**src/pkg/asb_params.svh**
```systemverilog
`ifndef ASB_PARAMS_SVH
`define ASB_PARAMS_SVH

// Data-memory location of the status register, both banks
`define ASB_STATUS_ADDR_B0   8'h03
`define ASB_STATUS_ADDR_B1   8'h83
// Register index on the bus; byte address is four times the index
`define ASB_STATUS_INDEX     8'h03
`define ASB_STATUS_BYTE_ADDR 8'h0C

// Field positions inside the status byte
`define ASB_BIT_IND_BANK     7
`define ASB_BIT_UPPER_BANK   6
`define ASB_BIT_BANK_SEL     5
`define ASB_BIT_TIMEOUT      4
`define ASB_BIT_POWERDOWN    3
`define ASB_BIT_ZERO         2
`define ASB_BIT_DIGIT_CARRY  1
`define ASB_BIT_CARRY        0

// Status value after reset: both reset-cause flags set, the rest clear
`define ASB_STATUS_RESET     8'h18

`endif

```
**src/pkg/asb_pkg.sv**
```systemverilog
package asb_pkg;

  // Operation kinds presented by the core on the instruction port
  typedef enum logic [2:0]
  {
    ASB_OP_MOVE,   // Plain data move, touches no flag
    ASB_OP_CLEAR,  // Clear file, sets zero flag only
    ASB_OP_AND,    // Logic op, zero flag only
    ASB_OP_ADD,    // Arithmetic, all three flags
    ASB_OP_SUB     // Arithmetic, carries act as inverted borrow
  } asb_op_t;

  // Whole state of the status block
  typedef struct packed
  {
    logic [7:0] status;     // The one physical status register
    logic [7:0] op_result;  // Last operation result
    logic [7:0] op_rdata;   // Last file value read by an operation
  } asb_state_t;

endpackage

```
**src/rtl/asb_flag_alu.sv**
```systemverilog
`timescale 1ns/1ps
`include "asb_params.svh"

// ============================================================
// Flag logic for one operation, purely combinational
// ============================================================
module asb_flag_alu
#(
  parameter int WIDTH = 8
)
(
  // Operation and operands
  input  wire asb_pkg::asb_op_t op,
  input  wire logic [WIDTH-1:0] file_val,
  input  wire logic [WIDTH-1:0] w_val,
  // Result and flags
  output logic [WIDTH-1:0]      result,
  output logic                  zero,
  output logic                  digit_carry,
  output logic                  carry
);

  logic [WIDTH:0] sum;       // Sum with carry out
  logic [4:0]     nib_sum;   // Low nibble sum with carry out
  logic [WIDTH-1:0] addend;  // W or its ones complement

  // ============================================================
  // Add, or subtract by adding the twos complement of W
  // ============================================================
  always_comb
  begin
    addend  = (op == asb_pkg::ASB_OP_SUB) ? ~w_val : w_val;
    // Carry in of one completes the twos complement; no borrow gives one
    sum     = {1'b0, file_val} + {1'b0, addend}
              + {{WIDTH{1'b0}}, (op == asb_pkg::ASB_OP_SUB)};           // RULE8
    nib_sum = {1'b0, file_val[3:0]} + {1'b0, addend[3:0]}
              + {4'h0, (op == asb_pkg::ASB_OP_SUB)};                    // RULE8
    unique case (op)
      asb_pkg::ASB_OP_MOVE:  result = w_val;
      asb_pkg::ASB_OP_CLEAR: result = '0;
      asb_pkg::ASB_OP_AND:   result = file_val & w_val;
      asb_pkg::ASB_OP_ADD,
      asb_pkg::ASB_OP_SUB:   result = sum[WIDTH-1:0];
      // Codes 5 to 7 are unused; give a known result rather than a latch
      default:               result = '0;
    endcase
    zero        = (result == '0);                                       // RULE10
    carry       = sum[WIDTH];                                           // RULE11
    digit_carry = nib_sum[4];
  end

endmodule

```
**src/rtl/asb_status_core.sv**
```systemverilog
// Our own choice: the APB interface to the registers.
`timescale 1ns/1ps
`include "asb_params.svh"

// Behaviour
// RULE1: Status reached at 03h and 83h alike
// RULE2: Status accepts any instruction as destination
// RULE3: Flag-affecting ops block data write to flags
// RULE4: Reset-cause flags ignore every instruction write
// RULE5: Clear of status gives pattern 000uuluu
// RULE6: Software alters status with flag-neutral instructions
// RULE7: Software keeps the two top bits zero
// RULE8: Subtraction carries mean no borrow
// RULE9: Powerdown set by power-up/watchdog clear, cleared sleep
// RULE10: Zero flag follows zero result
// RULE11: Carry flag follows carry out of MSB
// RULE12: Bit 5 selects direct bank, resets zero
// RULE13: Unimplemented locations read zero, ignore writes

module asb_status_core
#(
  parameter int ADDR_W = 8
)
(
  // Clock and reset
  input  wire logic              pclk,
  input  wire logic              presetn,
  // APB slave
  input  wire logic              psel,
  input  wire logic              penable,
  input  wire logic              pwrite,
  input  wire logic [ADDR_W-1:0] paddr,
  input  wire logic [31:0]       pwdata,
  output logic [31:0]            prdata,
  output logic                   pready,
  output logic                   pslverr,
  // Core instruction port, one operation per cycle
  input  wire logic              op_valid,
  input  wire asb_pkg::asb_op_t  op_code,
  input  wire logic [6:0]        op_dir_addr,
  input  wire logic              op_dest_file,
  input  wire logic [7:0]        op_w,
  // Reset-cause events, one-cycle pulses
  input  wire logic              watchdog_clear_instr,
  input  wire logic              sleep_instr,
  input  wire logic              watchdog_timeout,
  // Results and status
  output logic [7:0]             op_result,
  output logic [7:0]             op_rdata,
  output logic [7:0]             status_out,
  output logic                   direct_bank_select,
  output logic [7:0]             op_full_addr
);

  asb_pkg::asb_state_t s_reg;   // Registered state
  asb_pkg::asb_state_t s_next;  // Next state

  logic       apb_hit;     // Bus address decodes to the status word
  logic       apb_wr;      // Bus write taken this edge
  logic       op_hit;      // Operation targets the status register
  logic [7:0] file_val;    // File value seen by the operation
  logic [7:0] alu_res;     // Operation result
  logic       alu_z;       // Zero flag from flag logic
  logic       alu_dc;      // Digit carry from flag logic
  logic       alu_c;       // Carry from flag logic
  logic       aff_z;       // Operation updates zero flag
  logic       aff_cy;      // Operation updates both carries

  // ============================================================
  // Address decode
  // ============================================================
  // Direct address is widened by the bank select bit
  assign op_full_addr = {s_reg.status[`ASB_BIT_BANK_SEL], op_dir_addr};  // RULE12
  // Both bank images land on the one register
  assign op_hit = (op_full_addr == `ASB_STATUS_ADDR_B0)
                  || (op_full_addr == `ASB_STATUS_ADDR_B1);                // RULE1
  // Anything else reads zero to this block
  assign file_val = op_hit ? s_reg.status : 8'h00;                         // RULE13

  // ============================================================
  // APB slave: zero wait states, error on unmapped words
  // ============================================================
  assign apb_hit = (paddr == ADDR_W'(`ASB_STATUS_BYTE_ADDR));
  assign apb_wr  = psel && penable && pwrite && apb_hit;
  assign pready  = 1'b1;
  assign pslverr = psel && penable && !apb_hit;
  // Read mux picks straight from the register, no added latency
  assign prdata  = apb_hit ? {24'h000000, s_reg.status} : 32'h00000000;

  // ============================================================
  // Flag logic
  // ============================================================
  asb_flag_alu #(.WIDTH(8)) u_alu
  (
    .op          (op_code),
    .file_val    (file_val),
    .w_val       (op_w),
    .result      (alu_res),
    .zero        (alu_z),
    .digit_carry (alu_dc),
    .carry       (alu_c)
  );

  assign aff_cy = (op_code == asb_pkg::ASB_OP_ADD) || (op_code == asb_pkg::ASB_OP_SUB);
  assign aff_z  = aff_cy || (op_code == asb_pkg::ASB_OP_CLEAR)
                  || (op_code == asb_pkg::ASB_OP_AND);

  // ============================================================
  // Next-state logic
  // ============================================================
  always_comb
  begin
    s_next = s_reg;
    // Bus write behaves like a plain move into the register
    if (apb_wr)
    begin
      s_next.status[7:5] = pwdata[7:5];
      s_next.status[2:0] = pwdata[2:0];
      // Bits 4:3 are left alone: reset-cause flags are not writable
    end
    // Core operation is applied after the bus write, so it wins
    if (op_valid)
    begin
      s_next.op_result = alu_res;
      s_next.op_rdata  = file_val;
      // Result written back to the status register like any file
      if (op_dest_file && op_hit)                                          // RULE2
      begin
        s_next.status[7:5] = alu_res[7:5];                                 // RULE5
        // Flag-affecting ops lose the data write on all three flags
        if (!aff_z)
        begin
          s_next.status[2:0] = alu_res[2:0];                               // RULE3
        end
      end
      // Writes to any other location are dropped here
      // Flags then come from the flag logic
      if (aff_z)
      begin
        s_next.status[`ASB_BIT_ZERO] = alu_z;                              // RULE10
      end
      if (aff_cy)
      begin
        s_next.status[`ASB_BIT_DIGIT_CARRY] = alu_dc;                      // RULE8
        s_next.status[`ASB_BIT_CARRY]       = alu_c;                       // RULE11
      end
    end
    // Reset-cause flags move only on internal events
    if (watchdog_clear_instr)
    begin
      s_next.status[`ASB_BIT_TIMEOUT]   = 1'b1;                            // RULE4
      s_next.status[`ASB_BIT_POWERDOWN] = 1'b1;                            // RULE9
    end
    if (sleep_instr)
    begin
      s_next.status[`ASB_BIT_TIMEOUT]   = 1'b1;
      s_next.status[`ASB_BIT_POWERDOWN] = 1'b0;                            // RULE9
    end
    // A time-out is the rarer event and is never lost
    if (watchdog_timeout)
    begin
      s_next.status[`ASB_BIT_TIMEOUT] = 1'b0;                              // RULE4
    end
  end

  // ============================================================
  // State register; power-up sets both reset-cause flags
  // ============================================================
  always_ff @(posedge pclk or negedge presetn)
  begin
    if (!presetn)
    begin
      s_reg.status    <= `ASB_STATUS_RESET;                                // RULE9 RULE12
      s_reg.op_result <= 8'h00;
      s_reg.op_rdata  <= 8'h00;
    end
    else
    begin
      s_reg <= s_next;
    end
  end

  // ============================================================
  // Outputs
  // ============================================================
  assign op_result          = s_reg.op_result;
  assign op_rdata           = s_reg.op_rdata;
  assign status_out         = s_reg.status;
  assign direct_bank_select = s_reg.status[`ASB_BIT_BANK_SEL];

  logic quiet;  // No reset-cause event this cycle
  assign quiet = !watchdog_clear_instr && !sleep_instr && !watchdog_timeout;

  logic [2:0] alu_flags;  // Flag triple from the flag logic, for history checks
  logic [8:0] add_sum;    // Plain add of the operands with carry out, kept apart from the ALU
  assign alu_flags = {alu_z, alu_dc, alu_c};
  assign add_sum   = {1'b0, file_val} + {1'b0, op_w};
endmodule

```
**config.mk**
```make
export PLATFORM = sky130hd
export DESIGN_NAME = asb_status_core
export DESIGN_NICKNAME = d
export VERILOG_FILES = /design/src/pkg/asb_pkg.sv /design/src/rtl/asb_flag_alu.sv /design/src/rtl/asb_status_core.sv
export VERILOG_INCLUDE_DIRS = /design/src /design/src/pkg
export SDC_FILE = /design/constraint.sdc
export NUM_CORES = 1
export LEC_CHECK = 0
export ABC_CLOCK_PERIOD_IN_PS = 4810
export BUFFER_PORTS_ARGS = -buffer_cell sky130_fd_sc_hd__clkbuf_2
export CAP_MARGIN = 25
export CORE_UTILIZATION = 30
export CTS_BUF_LIST = sky130_fd_sc_hd__clkbuf_2
export DETAILED_ROUTE_END_ITERATION = 10
export PLACE_DENSITY = 0.69
export SETUP_SLACK_MARGIN = 0.2
export SYNTH_ARGS = -nofsm -noshare
export SYNTH_HDL_FRONTEND = slang
export SYNTH_HIERARCHICAL = 1
export SYNTH_SLANG_ARGS = --single-unit
export TNS_END_PERCENT = 10
```
**constraint.sdc**
```tcl
create_clock -name pclk -period 4.81 [get_ports pclk]
set_input_delay 1.443 -clock pclk [delete_from_list [all_inputs] [get_ports pclk]]
set_output_delay 1.443 -clock pclk [all_outputs]
set_load 0.005 [all_outputs]
```
==> impl_metrics.json, run 1 <==
{
  "status": "complete, no violations",
  "wirelength_um": 5250,
  "critical-path-top-delay-family": "simple AND/OR/NAND/NOR gates",
  "drv_cap": 0,
  "ys_warn_count": 6,
  "ys_seq_area_frac": 0.276,
  "worst-path-buf-inv": 1,
  "drv_slew": 0,
  "cts_made_buffers": 3,
  "switching_share": 0.283,
  "dieHeight_um": 87.3,
  "finalCritPeriodShare": 0.889,
  "final_nets": 383,
  "finalSetupTns_ns": 0,
  "dp.cells": 396,
  "ctsResizeCount": 0,
  "antenna_found_initial": 0,
  "worstMarginPinSlew_ns": 0.568,
  "postSynthCellCount": 227,
  "io_pins": 135,
  "rows": 30,
  "p_clk_frac": 0.266,
  "arrival_ns": 4.55,
  "vias_per_cell": 4.70,
  "drive_gt1_frac": 0.474,
  "cpPeakStageDelay_ns": 0.46,
  "critPathLaunchType": "input pin",
  "clock_path_buffers": 2,
  "synth-seq-cells": 24,
  "path_cells": "clkbuf_2, or3b_1, xnor2_1, fa_1, xnor2_1, o32ai_1, o2bb2ai_1, or3_1, a2111oi_0, nor4b_2, o2bb2ai_1, a32oi_1",
  "path_clk_slew_ns": 0.22,
  "via_count": 1880,
  "die_w_um": 87.3,
  "power.internal_mw": 0.351,
  "power.density_nw_per_um2": 187,
  "slowest_stage": "or3b_1",
  "rsz0062_at_grt": "false",
  "routabilityCongestion": 0.884,
  "async_flop_share": 1.00,
  "holdBufCountCts": 0,
  "hold_viol_final": 0,
  "pre_cts_ws_ns": 0.161,
  "start_util": 0.316,
  "ctsRootBufferMaster": "clkbuf_2",
  "stdcell_count": 400,
  "synth-edff-count": 0,
  "wl_per_cell_um": 13.1,
  "coreArea_um2": 6910,
  "hold_start": "status_out[3]",
  "min_period_ns": 4.28,
  "grt_pass1_vias": 1720,
  "setup_viol": 0,
  "ir_worst_vdd_mv": 0.129,
  "min_path_type": "reg2reg",
  "hold_depth": 2,
  "pwr-share-comb": 0.276,
  "ant_nets": 0,
  "avgSynthCellArea_um2": 9.62,
  "yosysUniqueCellTypes": 56,
  "ff2ff_path_depth": 12,
  "cts_tree": "done",
  "cp.required_ns": 5.08,
  "syn_area_um2": 2180,
  "htreeDepth": 1,
  "seqPwrFrac": 0.459,
  "grtUsageTotal": 0.134,
  "clkLatencyLatePin_ns": 0.33,
  "reg2reg_to": "status_out[2]",
  "synth_ff_type": "dfrtp_1",
  "areaGrowthSynthToFinish_pct": 19.9,
  "first_pass_iters": 5,
  "grt_max_degree": 25,
  "finClkSkew_ns": 0.00663,
  "whs_endpoint": "status_out[3]",
  "cp-end-kind": "register",
  "r2r_slack_ns": 1.58,
  "cts_sinks": 24,
  "r2r-start": "status_out[0]",
  "worstSetupPathType": "in2reg",
  "power_switching_mw": 0.138,
  "drc": 0,
  "dieArea_um2": 7630,
  "fin_ws_ns": 0.534,
  "relSlewSlack": 0.621,
  "timing.fmax_mhz": 234,
  "drt_iter0_drc": 98,
  "antenna_cells": 0,
  "portBuffers": 83,
  "grt_pass1_wl_um": 8000,
  "dpl.hpwl_um": 4390,
  "cp_max_fo": 4,
  "leakagePower_nw": 1.46,
  "grt_overflow": 0,
  "power_mw": 0.489,
  "post_cts_buffers": 0
}
[logic make-up (layout without fill, tap and decap cells)]
group | count (synthesis) | count (layout) | share of synthesized area
flops | 24 | 24 | 0.276
buf+inv | 46 | 100 | 0.142
simple gates | 65 | 65 | 0.201
other cells | 2 | 25 | 0.00344
xor+xnor | 13 | 13 | 0.0521
compound gates | 45 | 45 | 0.152
fa+ha+maj | 10 | 10 | 0.0607
mux | 22 | 22 | 0.112
[how the worst max path moves through the flow]
stage | depth (start not counted) | startpoint | end
2_1_floorplan | 12 | op_code[1] | status_out[2]
3_3_place_gp | 12 | op_code[1] | status_out[2]
3_5_place_dp | 12 | op_code[1] | status_out[2]
4_1_cts | 12 | op_code[1] | status_out[2]
5_1_grt | 12 | op_code[1] | status_out[2]
6_report | 12 | op_code[1] | status_out[2]
[worst register-to-register path, stage by stage, from the launching register on]
cell	delay, ns
dfrtp_1	0.46
and3_2	0.22
nand2_1	0.06
o21ai_0	0.11
fa_1	0.43
xnor2_1	0.22
o32ai_1	0.12
o2bb2ai_1	0.18
or3_1	0.36
a2111oi_0	0.45
nor4b_2	0.32
o2bb2ai_1	0.10
a32oi_1	0.14
[metrics by stage]
stage          hold slack (ns)  area (um2)   util
6_report                 0.535        2620  0.379
3_5_place_dp             0.496        2570  0.373
2_1_floorplan            0.496        2270      -
5_1_grt                  0.561        2620  0.379
4_1_cts                  0.543        2620  0.379
3_3_place_gp             0.494        2570  0.373
[area by class of cell]
class | instances | area, um2
clock buffers | 3 | 15.0
multi-input cells | 180 | 1360
fillers | 730 | 4290
repair buffers | 91 | 475
well taps | 96 | 120
flip-flops and latches | 24 | 603
clock inverters | 1 | 30.0
inverters | 5 | 18.8
[synth_stat cells, types with 3 or more instances]
library cell | n | area (um2)
a21o_1 | 3 | 22.5
a21oi_1 | 12 | 60.1
a31oi_1 | 3 | 18.8
a32o_1 | 5 | 50.1
and3_2 | 18 | 135
buf_4 | 36 | 270
clkbuf_1 | 3 | 11.3
dfrtp_1 | 22 | 551
ha_1 | 9 | 113
inv_1 | 5 | 18.8
mux2_2 | 16 | 180
mux2i_1 | 5 | 50.1
nand2_1 | 10 | 37.5
nand2b_1 | 3 | 18.8
nand3_1 | 3 | 15.0
nor2_1 | 9 | 33.8
o21ai_0 | 5 | 25.0
xnor2_1 | 9 | 78.8
xor2_1 | 4 | 35.0
[state kept, by name, summed over array words and instances, names as in the netlist]
register,flops
status_out,8
op_result,8
op_rdata,8
[power by group through the flow]
| stage | clock (mW) | combinational, mW | sequential, mW |
|---|---|---|---|
| floorplan | 0 | 0.0931 | 0.228 |
| global placement | 0 | 0.132 | 0.228 |
| detailed placement | 0 | 0.135 | 0.228 |
| CTS | 0.137 | 0.136 | 0.225 |
| global route | 0.142 | 0.151 | 0.227 |
| finish | 0.130 | 0.135 | 0.224 |
[placed cells by master (no fill, tap or decap), types with 2 or more instances in the layout]
cell type,instances
nor2b_1,2
buf_4,8
nand4_1,2
a32o_1,5
and3_2,18
xnor2_1,9
dfrtp_1,22
a31oi_1,3
nand2_1,10
nand2b_1,3
mux2i_1,5
nand3_1,3
clkbuf_2,86
conb_1,25
a21boi_0,2
xor2_1,4
o22ai_1,2
or3_1,2
nor3_1,2
mux2_2,16
dfstp_2,2
inv_1,5
a21o_1,3
ha_1,9
nor2_1,9
or2b_2,2
o21ai_0,5
a21oi_1,12
o2bb2ai_1,2
[routing by layer]
| layer | share of wire | up-vias | GRT usage |
|---|---|---|---|
| li1 | - | 930 | - |
| met1 | 0.45 | 889 | 0.178 |
| met2 | 0.49 | 57 | 0.227 |
| met3 | 0.040 | 4 | 0.0246 |
| met4 | 0.014 | 0 | 0.0253 |
| met5 | 0 | - | 0 |
No activity file was read; power rests on OpenSTA's default activity.
==> inputs of run 2 (changes only) <==
Settings changed: CAP_MARGIN 25 to 20, CORE_ASPECT_RATIO from default to 1.4, RECOVER_POWER from default to 50.
==> run 2 against run 1 <==
  * Routed wire length decreased by 0.48%
  * Final cell count unchanged
  * Fmax decreased by 0.50%
  * Sequential power about the same
  * Critical path type unchanged
  * Highest routed layer unchanged
==> impl_metrics.json, run 2 (same netlist as run 1, synthesis figures left out) <==
{
  "status": "complete, no violations",
  "arrival_ns": 4.58,
  "cts_tree": "done",
  "areaGrowthSynthToFinish_pct": 18.0,
  "clkLatencyLatePin_ns": 0.34,
  "p_clk_frac": 0.180,
  "wirelength_um": 5230,
  "holdBufCountCts": 0,
  "holdWs_ns": 0.538,
  "vias_per_cell": 4.75,
  "power.density_nw_per_um2": 170,
  "grt_pass1_wl_um": 8360,
  "grtUsageTotal": 0.140,
  "pwr-share-comb": 0.307,
  "min_period_ns": 4.30,
  "dpl-instance-area_um2": 2580,
  "antenna_found_initial": 0,
  "setup_viol": 0,
  "register_area_um2": 603,
  "leakagePower_nw": 1.42,
  "portBuffers": 83,
  "finalCritPeriodShare": 0.894,
  "drive_gt1_frac": 0.426,
  "ctsRootBufferMaster": "clkbuf_2",
  "cts_sinks": 24,
  "hold_start": "op_rdata[3]",
  "grt_overflow": 0,
  "ctsResizeCount": 0,
  "cp-end-kind": "register",
  "relSlewSlack": 0.130,
  "finClkSkew_ns": 0.00365,
  "pre_cts_ws_ns": 0.197,
  "drc": 0,
  "n_fill_cell": 723,
  "post_cts_buffers": 0,
  "min_path_type": "reg2reg",
  "ant_nets": 0,
  "final_nets": 384,
  "hold_viol_final": 0,
  "coreArea_um2": 6980,
  "seqPwrFrac": 0.513,
  "multi_input_area_um2": 1350,
  "r2r_slack_ns": 1.57,
  "cp_max_fo": 10,
  "rows": 36,
  "io_pins": 135,
  "cp.required_ns": 5.09,
  "grt_max_degree": 25,
  "power.internal_mw": 0.297,
  "final_cell_area_um2": 2580,
  "dpl.hpwl_um": 4390,
  "start_util": 0.313,
  "worstMarginPinSlew_ns": 1.31,
  "layout_commonest_cell": "clkbuf_2",
  "rsz0062_at_grt": "false",
  "ir_worst_vdd_mv": 0.0966,
  "first_pass_iters": 4,
  "drv_slew": 0,
  "antenna_cells": 0,
  "clock_path_buffers": 2,
  "die_w_um": 74.1,
  "drv_cap": 0,
  "r2r-start": "status_out[0]",
  "fin_ws_ns": 0.512,
  "finalSetupTns_ns": 0,
  "cts_made_buffers": 3,
  "timing.fmax_mhz": 233,
  "via_count": 1899,
  "power_switching_mw": 0.142,
  "switching_share": 0.323,
  "final_cell_mix": "clkbuf_2 (75), conb_1 (25), dfrtp_1 (22), and3_2 (16), mux2_2 (16)",
  "wl_per_cell_um": 13.1,
  "drt_iter0_drc": 13,
  "dieArea_um2": 7630,
  "htreeDepth": 1,
  "path_clk_slew_ns": 0.22,
  "critPathLaunchType": "input pin",
  "grt_pass1_vias": 1866,
  "crit_start": "op_dir_addr[2]",
  "worstSetupPathType": "in2reg",
  "routabilityCongestion": 0.839,
  "dieHeight_um": 103
}
==> run 2: cell count changes in the layout (fill, tap and decap cells not counted), sizes merged <==
| cell | before | now |
|---|---|---|
| bufinv | 1 | 0 |
| buf | 8 | 9 |
| clkinv | 0 | 1 |
==> run 2: metrics by stage <==
stage | utilization | std cells | power (mW)
final | 0.369 | 400 | 0.439
after global routing | 0.369 | 400 | 0.469
after floorplan | - | 250 | 0.321
after detailed placement | 0.370 | 396 | 0.365
after CTS | 0.372 | 400 | 0.444
after global placement | 0.370 | 396 | 0.361
==> run 2: critical path: stages <==
cell and delay (ns):
clkbuf_1 0.08, nor4_1 0.41, buf_4 0.24, and3_2 0.23, ha_1 0.30, xnor2_1 0.22, o32ai_1 0.12, o2bb2ai_1 0.15
or3_1 0.36, a2111oi_0 0.42, nor4b_2 0.34, o2bb2ai_1 0.11, a32oi_1 0.15
==> run 2: area by class of cell <==
class / instances / area share
Tap cell: 95 / 0.0461
Clock inverter: 1 / 0.00146
Clock buffer: 3 / 0.00583
Timing Repair Buffer: 92 / 0.182
Sequential cell: 24 / 0.234
Multi-Input combinational cell: 180 / 0.523
Inverter: 5 / 0.00728
==> run 2: routing by layer <==
metal / GRT usage / vias up / share of wire
li1: - / 931 / -
met1: 0.156 / 881 / 0.41
met2: 0.267 / 76 / 0.53
met3: 0.0127 / 11 / 0.039
met4: 0.0577 / 0 / 0.025
met5: 0 / - / 0
==> run 2: final timing paths <==
kind,end,cells after the start
worst min-delay path,op_rdata[3],1
worst min register to register,op_rdata[3],1
worst max-delay path,status_out[2],13
worst max register to register,status_out[2],12
max in group asynchronous,op_rdata[1],1
min in group asynchronous,op_rdata[6],1
==> run 2: power by group through the flow <==
stage                     logic (mW)  registers (mW)  clock network [mW]
after floorplan               0.0931           0.228                   0
after global placement         0.133           0.228                   0
after detailed placement       0.136           0.229                   0
after CTS                      0.137           0.225              0.0826
after global routing           0.150           0.227              0.0914
final                          0.135           0.225              0.0790
